$ cat src/core/lcd_pkg.sv
package lcd_pkg;
    localparam int ADDR_W = 5;
    localparam int DEPTH = 32;
    localparam int NIB_W = 4;
    localparam int MEM_BITS = 128;
    localparam int SEG_COUNT = 32;
    localparam int COM_COUNT = 4;
    localparam int LANES = 4;

    // Division count field codes
    localparam logic [1:0] DIV_FOUR = 2'h0;
    localparam logic [1:0] DIV_STATIC = 2'h1;
    localparam logic [1:0] DIV_THREE = 2'h2;
    localparam logic [1:0] DIV_TWO = 2'h3;

    // Index of the last common in use per division count
    localparam logic [1:0] LAST_COM_FOUR = 2'h3;
    localparam logic [1:0] LAST_COM_THREE = 2'h2;
    localparam logic [1:0] LAST_COM_TWO = 2'h1;
    localparam logic [1:0] LAST_COM_STATIC = 2'h0;

    // Pointer advance per write kind
    localparam logic [4:0] STEP_ONE = 5'h01;
    localparam logic [4:0] STEP_TWO = 5'h02;
    localparam logic [4:0] STEP_THREE = 5'h03;
    localparam logic [4:0] STEP_FOUR = 5'h04;

    // Frame prescaler masks, 2^7, 2^8, 2^9, 2^11
    localparam int PRESCALE_W = 11;
    localparam logic [10:0] FRAME_MASK_0 = 11'h07f;
    localparam logic [10:0] FRAME_MASK_1 = 11'h0ff;
    localparam logic [10:0] FRAME_MASK_2 = 11'h1ff;
    localparam logic [10:0] FRAME_MASK_3 = 11'h7ff;

    // Blink period 2^17 or 2^16; the top bit of the period is the off half
    localparam int BLINK_W = 17;
    localparam int BLINK_SLOW_BIT = 16;
    localparam int BLINK_FAST_BIT = 15;

    typedef enum logic [1:0] {
        BLINK_NONE = 2'b00,
        BLINK_WRITE = 2'b01,
        BLINK_AND = 2'b10,
        BLINK_OR = 2'b11
    } blink_op_e;

    function automatic logic [4:0] lane_addr(input logic [4:0] base, input logic [1:0] lane);
        lane_addr = base + {3'h0, lane};
    endfunction
endpackage

$ cat src/core/display_mem.sv
module display_mem
    import lcd_pkg::*;
(
    input wire logic sys_clk,
    input wire logic rst,
    input wire logic [4:0] wr_base,
    input wire logic [3:0] wr_lane_en,
    input wire logic [15:0] wr_mask,
    input wire logic [15:0] wr_data,
    input wire blink_op_e blk_op,
    input wire logic [4:0] blk_addr,
    input wire logic [3:0] blk_data,
    output logic [127:0] mem_flat,
    output logic [127:0] blink_flat
);
    logic [3:0] mem_reg [DEPTH];
    logic [3:0] blink_reg [DEPTH];

    always_ff @(posedge sys_clk) begin
        if (rst) begin
            for (int i = 0; i < DEPTH; i++) begin
                mem_reg[i] <= 4'h0;
                blink_reg[i] <= 4'h0;
            end
        end else begin
            for (int l = 0; l < LANES; l++) begin
                if (wr_lane_en[l]) begin
                    // Lane addresses wrap past 31 to 0
                    mem_reg[lane_addr(wr_base, 2'(l))] <=
                        (mem_reg[lane_addr(wr_base, 2'(l))] & ~wr_mask[l*4 +: 4])
                        | (wr_data[l*4 +: 4] & wr_mask[l*4 +: 4]);
                end
            end
            case (blk_op)
                BLINK_WRITE: blink_reg[blk_addr] <= blk_data;
                BLINK_AND: blink_reg[blk_addr] <= blink_reg[blk_addr] & blk_data;
                BLINK_OR: blink_reg[blk_addr] <= blink_reg[blk_addr] | blk_data;
                default: ;
            endcase
        end
    end

    always_comb begin
        for (int i = 0; i < DEPTH; i++) begin
            mem_flat[i*4 +: 4] = mem_reg[i];
            blink_flat[i*4 +: 4] = blink_reg[i];
        end
    end
endmodule

$ cat src/core/lcd_display_memory_timing.sv
module lcd_display_memory_timing
    import lcd_pkg::*;
(
    input wire logic sys_clk,
    input wire logic rst,
    input wire logic cs_n,
    input wire logic data_valid,
    input wire logic [15:0] data_word,
    input wire logic decoder_used,
    input wire logic decoder_14seg,
    input wire logic nibble_write,
    input wire logic [3:0] nibble_value,
    input wire logic bit_write,
    input wire logic [1:0] bit_index,
    input wire logic bit_value,
    input wire logic ptr_load,
    input wire logic [4:0] ptr_load_value,
    input wire blink_op_e blink_op,
    input wire logic [3:0] blink_value,
    input wire logic blink_enable,
    input wire logic blink_rate_bit,
    input wire logic display_enable,
    input wire logic [1:0] division_count_field,
    input wire logic [1:0] frame_divider_field,
    input wire logic sync_n_in,
    output logic sync_n_out,
    output logic sync_n_oe,
    output logic [4:0] data_pointer,
    output logic [31:0] seg_drive,
    output logic [3:0] common_drive_outputs
);
    logic [2:0] cs_sync_reg;
    logic [2:0] ext_sync_reg;
    logic cs_fall;
    logic cs_rise;
    logic ext_resync;
    logic [4:0] ptr_reg;
    logic [4:0] ptr_next;
    logic [3:0] pack_en;
    logic [15:0] pack_mask;
    logic [15:0] pack_data;
    logic [4:0] pack_step;
    logic [3:0] wr_lane_en;
    logic [15:0] wr_mask;
    logic [15:0] wr_data;
    logic [4:0] wr_step;
    logic [127:0] mem_flat;
    logic [127:0] blink_flat;
    logic [127:0] shadow_mem_reg;
    logic [127:0] shadow_blink_reg;
    logic [127:0] latch_reg;
    logic [127:0] latch_next;
    logic [10:0] prescale_reg;
    logic [10:0] frame_mask;
    logic frame_tick;
    logic [1:0] com_idx_reg;
    logic [1:0] last_com;
    logic [16:0] blink_cnt_reg;
    logic blink_off;
    logic [31:0] seg_next;
    logic seg0_src;

    // Chip select and shared sync line come from pins
    always_ff @(posedge sys_clk) begin
        if (rst) begin
            cs_sync_reg <= 3'h7;
            ext_sync_reg <= 3'h7;
        end else begin
            cs_sync_reg <= {cs_sync_reg[1:0], cs_n};
            ext_sync_reg <= {ext_sync_reg[1:0], sync_n_in};
        end
    end
    assign cs_fall = cs_sync_reg[2] & ~cs_sync_reg[1];
    assign cs_rise = ~cs_sync_reg[2] & cs_sync_reg[1];
    // Another device pulled the shared line low while we were not
    assign ext_resync = ext_sync_reg[2] & ~ext_sync_reg[1] & ~sync_n_oe;

    // Pack a data word into up to four addresses by division count
    always_comb begin
        pack_en = 4'h0;
        pack_mask = 16'h0000;
        pack_data = 16'h0000;
        pack_step = STEP_FOUR;
        case (division_count_field)
            DIV_STATIC: begin
                pack_en = 4'hf;
                pack_mask = 16'h1111;
                pack_data = {3'h0, data_word[3], 3'h0, data_word[2],
                             3'h0, data_word[1], 3'h0, data_word[0]};
                pack_step = STEP_FOUR;
            end
            DIV_TWO: begin
                pack_en = 4'hf;
                pack_mask = 16'h3333;
                pack_data = {2'h0, data_word[7], data_word[6], 2'h0, data_word[5], data_word[4],
                             2'h0, data_word[3], data_word[2], 2'h0, data_word[1], data_word[0]};
                pack_step = STEP_FOUR;
            end
            DIV_THREE: begin
                pack_en = 4'h7;
                pack_mask = 16'h0777;
                pack_data = {4'h0, 2'h0, data_word[7:6], 1'b0, data_word[5:3],
                             1'b0, ~decoder_used & data_word[2], data_word[1:0]};
                pack_step = STEP_THREE;
            end
            default: begin
                if (decoder_used && decoder_14seg) begin
                    pack_en = 4'hf;
                    pack_mask = 16'hffff;
                    pack_data = {data_word[15:12], 1'b0, data_word[10:5], 1'b0, data_word[3:0]};
                    pack_step = STEP_FOUR;
                end else begin
                    pack_en = 4'h3;
                    pack_mask = 16'h00ff;
                    pack_data = {8'h00, data_word[7:4], ~decoder_used & data_word[3],
                                 data_word[2:0]};
                    pack_step = STEP_TWO;
                end
            end
        endcase
    end

    // Data bytes take priority over immediate nibble and bit commands
    always_comb begin
        wr_lane_en = 4'h0;
        wr_mask = 16'h0000;
        wr_data = 16'h0000;
        wr_step = 5'h00;
        if (data_valid) begin
            wr_lane_en = pack_en;
            wr_mask = pack_mask;
            wr_data = pack_data;
            wr_step = pack_step;
        end else if (nibble_write) begin
            wr_lane_en = 4'h1;
            wr_mask = 16'h000f;
            wr_data = {12'h000, nibble_value};
            wr_step = STEP_ONE;
        end else if (bit_write) begin
            wr_lane_en = 4'h1;
            wr_mask = {12'h000, 4'h1 << bit_index};
            wr_data = {12'h000, {4{bit_value}}};
        end
    end

    // Pointer: clear on select fall, then load, then advance
    always_comb begin
        if (cs_fall) begin
            ptr_next = 5'h00;
        end else if (ptr_load) begin
            ptr_next = ptr_load_value;
        end else begin
            ptr_next = ptr_reg + wr_step;
        end
    end

    always_ff @(posedge sys_clk) begin
        if (rst) begin
            ptr_reg <= 5'h00;
        end else begin
            ptr_reg <= ptr_next;
        end
    end
    assign data_pointer = ptr_reg;

    display_mem u_mem (
        .sys_clk(sys_clk),
        .rst(rst),
        .wr_base(ptr_reg),
        .wr_lane_en(wr_lane_en),
        .wr_mask(wr_mask),
        .wr_data(wr_data),
        .blk_op(blink_op),
        .blk_addr(ptr_reg),
        .blk_data(blink_value),
        .mem_flat(mem_flat),
        .blink_flat(blink_flat)
    );

    // Snapshot on select rise; latch recombines it with the blink phase
    always_ff @(posedge sys_clk) begin
        if (rst) begin
            shadow_mem_reg <= '0;
            shadow_blink_reg <= '0;
        end else if (cs_rise) begin
            shadow_mem_reg <= mem_flat;
            shadow_blink_reg <= blink_flat;
        end
    end

    assign blink_off = blink_rate_bit ? blink_cnt_reg[BLINK_FAST_BIT]
                                      : blink_cnt_reg[BLINK_SLOW_BIT];
    assign latch_next = (blink_enable && blink_off)
                      ? (shadow_mem_reg & ~shadow_blink_reg)
                      : shadow_mem_reg;

    always_ff @(posedge sys_clk) begin
        if (rst) begin
            latch_reg <= '0;
        end else begin
            latch_reg <= latch_next;
        end
    end

    // Frame timing
    always_comb begin
        case (frame_divider_field)
            2'h0: frame_mask = FRAME_MASK_0;
            2'h1: frame_mask = FRAME_MASK_1;
            2'h2: frame_mask = FRAME_MASK_2;
            default: frame_mask = FRAME_MASK_3;
        endcase
        case (division_count_field)
            DIV_FOUR: last_com = LAST_COM_FOUR;
            DIV_THREE: last_com = LAST_COM_THREE;
            DIV_TWO: last_com = LAST_COM_TWO;
            default: last_com = LAST_COM_STATIC;
        endcase
    end
    assign frame_tick = (prescale_reg & frame_mask) == frame_mask;

    always_ff @(posedge sys_clk) begin
        if (rst || ext_resync) begin
            prescale_reg <= '0;
            com_idx_reg <= 2'h0;
            blink_cnt_reg <= '0;
        end else begin
            prescale_reg <= prescale_reg + 11'h001;
            blink_cnt_reg <= blink_cnt_reg + 17'h00001;
            if (frame_tick) begin
                com_idx_reg <= (com_idx_reg >= last_com) ? 2'h0 : com_idx_reg + 2'h1;
            end
        end
    end

    // Segment i at common c reads latch bit i*4+c
    always_comb begin
        for (int s = 0; s < SEG_COUNT; s++) begin
            seg_next[s] = display_enable & latch_reg[s*4 + int'(com_idx_reg)];
        end
    end
    assign seg0_src = latch_reg[com_idx_reg];

    always_ff @(posedge sys_clk) begin
        if (rst) begin
            seg_drive <= 32'h00000000;
            common_drive_outputs <= 4'h0;
            sync_n_oe <= 1'b0;
        end else begin
            seg_drive <= seg_next;
            common_drive_outputs <= display_enable ? (4'h1 << com_idx_reg) : 4'h0;
            sync_n_oe <= display_enable && com_idx_reg == 2'h0;
        end
    end
    assign sync_n_out = 1'b0;

    chk_ptr_clear: assert property (@(posedge sys_clk) disable iff (rst)
        cs_fall |=> ptr_reg == 5'h00) else $error("pointer not cleared on select fall");

    chk_ptr_load: assert property (@(posedge sys_clk) disable iff (rst)
        (ptr_load && !cs_fall) |=> ptr_reg == $past(ptr_load_value))
        else $error("pointer load value lost");

    chk_static_step: assert property (@(posedge sys_clk) disable iff (rst)
        (data_valid && !ptr_load && !cs_fall && division_count_field == DIV_STATIC)
        |=> ptr_reg == 5'($past(ptr_reg) + 5'h04)) else $error("static step not four");

    chk_three_step: assert property (@(posedge sys_clk) disable iff (rst)
        (data_valid && !ptr_load && !cs_fall && division_count_field == DIV_THREE)
        |=> ptr_reg == 5'($past(ptr_reg) + 5'h03)) else $error("three-way step not three");

    chk_latch_copy: assert property (@(posedge sys_clk) disable iff (rst)
        cs_rise |=> shadow_mem_reg == $past(mem_flat)) else $error("memory not copied on rise");

    chk_blink_clear: assert property (@(posedge sys_clk) disable iff (rst)
        (blink_enable && blink_off && !cs_rise) |=> (latch_reg & shadow_blink_reg) == '0)
        else $error("blinking bits shown in off half");

    chk_com_onehot: assert property (@(posedge sys_clk) disable iff (rst)
        display_enable ##1 display_enable |-> $onehot(common_drive_outputs))
        else $error("commons not one-hot");

    chk_com_hold: assert property (@(posedge sys_clk) disable iff (rst)
        (!frame_tick && !ext_resync) |=> $stable(com_idx_reg))
        else $error("common stepped without frame tick");

    chk_seg_select: assert property (@(posedge sys_clk) disable iff (rst)
        display_enable |=> seg_drive[0] == $past(seg0_src))
        else $error("segment level differs from latch bit");
endmodule

$ cat config.mk
export PLATFORM = sky130hd
export DESIGN_NAME = lcd_display_memory_timing
export DESIGN_NICKNAME = d
export VERILOG_FILES = /design/src/core/lcd_pkg.sv /design/src/core/display_mem.sv /design/src/core/lcd_display_memory_timing.sv
export SDC_FILE = /design/constraint.sdc
export NUM_CORES = 2
export LEC_CHECK = 0
export BUFFER_PORTS_ARGS = -buffer_cell sky130_fd_sc_hd__buf_4
export CAP_MARGIN = 10
export CORE_MARGIN = 2
export CORE_UTILIZATION = 41
export DETAILED_ROUTE_END_ITERATION = 12
export PLACE_DENSITY = 0.62
export SLEW_MARGIN = 20
export SYNTH_ARGS = -nofsm -noshare
export SYNTH_HDL_FRONTEND = slang
export SYNTH_SLANG_ARGS = --single-unit
$ cat constraint.sdc
create_clock -name sys_clk -period 3.8 [get_ports sys_clk]
set_input_delay 0.76 -clock sys_clk [delete_from_list [all_inputs] [get_ports sys_clk]]
set_output_delay 0.76 -clock sys_clk [all_outputs]
set_load 0.005 [all_outputs]
* Word-level counts from Yosys, hierarchy flattened
Memories as Yosys holds them, arrays and structs flattened. A register that Yosys moved wholly into a read port is not among the register bits.
Index checks and enable logic that the tools add are counted.
** Operators by class
- Add/sub/neg operators :: 38
- Magnitude comparators :: 33
- Equality and inequality tests :: 9
- Shift-type cells :: 2
- Multiplexer cells :: 162
- Bitwise logic cells :: 67
- Reduce and logical (&&, ||, !) cells :: 15
** Operators by type and width (count)
- 1-bit binary-select mux with 7-bit select :: 31
- 7-bit by 2-bit adder with 8-bit output (first input constant) :: 16
- 128-bit AND :: 1
- 8-bit less-than comparator (second input constant) :: 16
- 128-bit two-way mux :: 1
- 128-bit NOT :: 1
- 16-bit case mux with 3 select lines :: 2
- 1-bit two-way mux :: 95
- 7-bit by 8-bit less-than comparator with 1-bit output (second input constant) :: 8
- 16-bit two-way mux :: 4
- 6-bit by 2-bit adder with 7-bit output (first input constant) :: 8
- 4-bit two-way mux :: 13
- 5-bit two-way mux :: 9
- 1-bit AND :: 38
- 4-bit AND :: 9
- 11-bit case mux with 3 select lines :: 1
- 6-bit by 8-bit less-than comparator with 1-bit output (second input constant) :: 4
- 5-bit by 2-bit adder with 6-bit output (first input constant) :: 4
- 4-bit bitwise OR :: 5
- 4-bit OR reduction :: 5
- 17-bit by 1-bit adder with 17-bit output (second input constant) :: 1
- 5-bit by 8-bit less-than comparator with 1-bit output (second input constant) :: 2
- 4-bit NOT :: 4
- 11-bit by 1-bit adder with 11-bit output (second input constant) :: 1
- other kinds (26) :: 47
** Storage, ports and cells
- Flip-flop bits (word level) :: 206
- Bits in writable memories :: 256
- Bits of input ports :: 51
- Output and inout port bits :: 43
- Word-level logic and storage cells :: 338
- Memories :: 2
** Memories
- u_mem.blink_reg :: words 32, width 4, rd ports 33, clocked after memory_dff 33, write ports 32, line display_mem.sv:17 : logic [3:0] blink_reg [DEPTH];
- u_mem.mem_reg :: words 32, width 4, rd ports 36, clocked after memory_dff 33, write ports 32, line display_mem.sv:16 : logic [3:0] mem_reg [DEPTH];

* Depth between registers and ports, before layout
- Depth after elaboration :: 9
- Gate-level depth with buffers :: 16
- Depth with buffers taken out :: 12

* Cells and area by module
From an unflattened synthesis, not the netlist that was laid out.
** Second synthesis, totals
- Cell total of the unflattened synthesis :: 3929
- Area total of the unflattened synthesis :: 36742.7 sq um
** By module, submodules not included
- display_mem :: instances 1, cells each 1999, area each 19800.2 sq um, sequential area each 7687.4 sq um
- lcd_display_memory_timing :: instances 1, cells each 1930, area each 16942.5 sq um, sequential area each 9248.9 sq um

* Least setup slack after synthesis
OpenSTA, ideal clock, no wires.
- Path kind :: register -> register
- Start point :: register ptr_reg[0] (netlist: data_pointer[0])
- End point :: memory u_mem.mem_reg[19][1], data pin
- Setup time :: 0.269 ns
- Data arrival time :: 3.451 ns
- Required time :: 3.531 ns
- Setup slack :: 0.080 ns
- Stages on the path, launching flop included :: 15
- Period minus slack after synthesis :: 3.720 ns
- Cell sequence :: dfxtp_1 -> buf_6 -> inv_2 -> buf_2 -> buf_2 -> ha_1 -> buf_4 -> buf_2 -> mux4_2 -> o211ai_1 -> o21ai_0 -> o31a_1 -> buf_2 -> a221oi_1 -> o22ai_1
** RTL lines
- start: declaration :: line lcd_display_memory_timing.sv:37 : logic [4:0] ptr_reg;
- start signal: assignment :: line lcd_display_memory_timing.sv:161 : ptr_reg <= ptr_next;
- end: declaration :: line display_mem.sv:16

==> key figures <==
Critical path
  • CP Launch Point: data_pointer[1]
  • Worst setup EP type: flip-flop
  • Critical Path RT: 4.15 ns
  • Critical Path Max Stage Delay: 0.54 ns
  • Crit path cell chain: inv_2 > ha_2 > clkinv_1 > nor2_1 > buf_4 > nand3_1 > a41o_1 > o31a_1 > buf_12 > a221oi_1 > o22ai_1
  • Critical path peak fanout: 32
  • Crit start category: flip-flop
  • R2R Path Start: data_pointer[1]
  • Critical Path Slowest Stage Cell: ha_2
  • CP Buf/Inv Count: 4
  • CP top delay family: compound AO/OA/AOI/OAI gates
  • Worst EP arrival: 3.97 ns
  • Critical path type: reg -> reg

Power and ir drop
  • Worst VDD drop: 0.349 mV
  • Pleak: 14.9 nW
  • Cell Pwr Density: 478 mW/mm²

STA
  • Hold Vio Cnt, Final: 0
  • Min Tclk post-route: 3.62 ns
  • Post-route setup TNS: 0 ns
  • Setup Skew: 0.0292 ns
  • RSZ-0062 raised after global routing: no
  • Worst-Margin Slew: 1.11 ns
  • Max transition margin: 25.6%
  • Fmax: 0.276 GHz
  • Tcrit/Tclk final: 95.2%
  • Final Max Tran Viols: 0
  • Final setup fails: 0
  • Worst hold slack: 0.307 ns

Status
  • Status: finished clean

Hold path
  • Hold Startpoint: cs_n
  • Hold crit path type: in -> reg

Global routing
  • Overall Global Routing Usage: 29.6%
  • Largest net degree at the start of global routing: 93
  • Remaining Overflow, GRT: 0
  • First-pass GRT wire length: 198000 µm
  • Vias in the first global route: 29.3k
  • Initial antenna violation count: 2

Floorplanning
  • I/O pin total: 94
  • Core area: 0.0868 mm²
  • Die height: 300 µm
  • DIE AREA: 0.0899 mm²
  • Site Rows: 108
  • Die X: 300 µm
  • Starting Density: 41.4%

Route
  • DR iter-0 viols: 4440
  • Number of detailed-route iterations in the first pass: 6
  • Wire per inst: 26.8 µm
  • Drt total wl: 136000 µm
  • Drt drc: 0
  • Final ANT Viol Nets: 0
  • DR vias/cell: 6.29
  • Routed vias: 32.0k

Placement
  • IO buf count: 91
  • Routability cong.: 1.04
  • Detail Placement HPWL: 96900 µm

CTS
  • CTS Buf Count: 78
  • TritonCTS clock tree: yes
  • H-tree Lvls: 3
  • Clk slew on worst S/H paths: 0.06 ns
  • Clk sinks: 718
  • CTS max path bufs: 3
  • Clock latency on the worst-skew pair: 0.64 ns
  • Root Buffer: clkbuf_16

Synth
  • Netlist Area Pre-Place: 0.0359 mm²
  • Synth top area cells: dfxtp_1 26%, edfxtp_1 21%, mux4_2 10%
  • Count of cell types in the netlist: 85
  • EDFF count, synth: 256
  • Synth top area share: 25.8%
  • Synth Warn #: 0
  • #FFs+latches synth: 718
  • Ys flop type: dfxtp_1
  • Syn Nets: 3862
  • Post-synthesis sequential area ratio: 47.2%
  • Mean Syn Cell Area: 9.48 µm²
  • Yosys top cell by area: dfxtp_1
  • Cell count after synthesis: 3786
  • Synth async-reset ratio: 0%

Finish
  • Commonest non-fill, non-tap cell in the layout: nand2_1
  • Layout Area Growth over Synthesis: 15.7%
  • Most frequent cells in the layout: 958 x nand2_1, 455 x dfxtp_1, 430 x a21oi_1
  • N_diodes: 0
  • Layout Nets: 3952
  • Share of cells above drive strength 1: 18.0%
  • Fillers: 8143

Job
  • Max-cap viol count: 0
worst paths after layout:
check                                      endpoint  slack [ns]  cells past startpoint
worst max register to register  u_mem.mem_reg[8][1]        0.18                     11
worst min register to register        latch_reg[54]        0.40                      1
worst min-delay path                 cs_sync_reg[0]        0.31                      2
worst max-delay path            u_mem.mem_reg[8][1]        0.18                     11
area by class of cell:
class,count,area [µm²],share of cell area (%)
Sequential cell,718,17000,40.8
Timing Repair Buffer,301,2640,6.36
Multi-Input combinational cell,2742,17600,42.4
Tap cell,1155,1450,3.48
Clock buffer,115,2400,5.78
Inverter,35,136,0.328
Clock inverter,30,334,0.804
cell usage after synthesis (all sizes together) (21+ instances only):
master / count
mux2i: 34
nand3: 67
clkbuf: 192
o22ai: 49
a221oi: 180
mux4: 164
o211ai: 21
nor3: 55
inv: 34
or4: 32
a21oi: 431
edfxtp: 256
nor2: 331
buf: 99
and3: 50
nand2: 958
ha: 24
o21ai: 85
dfxtp: 462
repair_timing:
action / CTS / global route
setup endpoints to repair: 0 / 2
buffers inserted: 0 / 0
resized for setup: 0 / 2
hold buffers: 0 / 0
cell families (layout without fill, tap and decap cells):
family	count (synthesis)	in the layout	share of synthesized area (%)
DFF	718	718	47.2
other	1	1	0.0104
and+or+nand+nor	1580	1580	18.4
buffers and inverters	326	481	4.09
adders and majority gates	25	25	0.892
muxes	214	214	11.7
xor gates and xnor gates	33	33	0.931
AOI/OAI and AO/OA	889	889	16.8
report_power, final:
group	total, W	internal [W]	switching [W]
Sequential	0.00847	0.00817	0.000301
Clock	0.00801	0.00471	0.00330
Combinational	0.00339	0.00112	0.00227
Total	0.0199	0.0140	0.00587
stage by stage:
step / util [%] / power, W / instance area, µm² / setup slack, ns / std cells
after detailed placement: 44.7 / 0.0119 / 38800 / 0.191 / 4951
after global placement: 44.7 / 0.0119 / 38800 / 0.216 / 4951
final: 47.9 / 0.0199 / 41500 / 0.183 / 5096
after floorplan: - / 0.0103 / 35900 / 0.0800 / 3786
after CTS: 47.9 / 0.0198 / 41500 / 0.152 / 5096
after global routing: 47.9 / 0.0203 / 41500 / 0.0810 / 5096
per-layer routing:
layer	up-vias	part of all wire, %	global-route usage [%]
met5	-	0	0
met2	2182	42	43.5
met4	0	5.3	13.4
met1	15456	40	41.6
li1	13986	-	-
met3	424	12	6.79
Note: power is estimated with default switching activity, not from simulation.
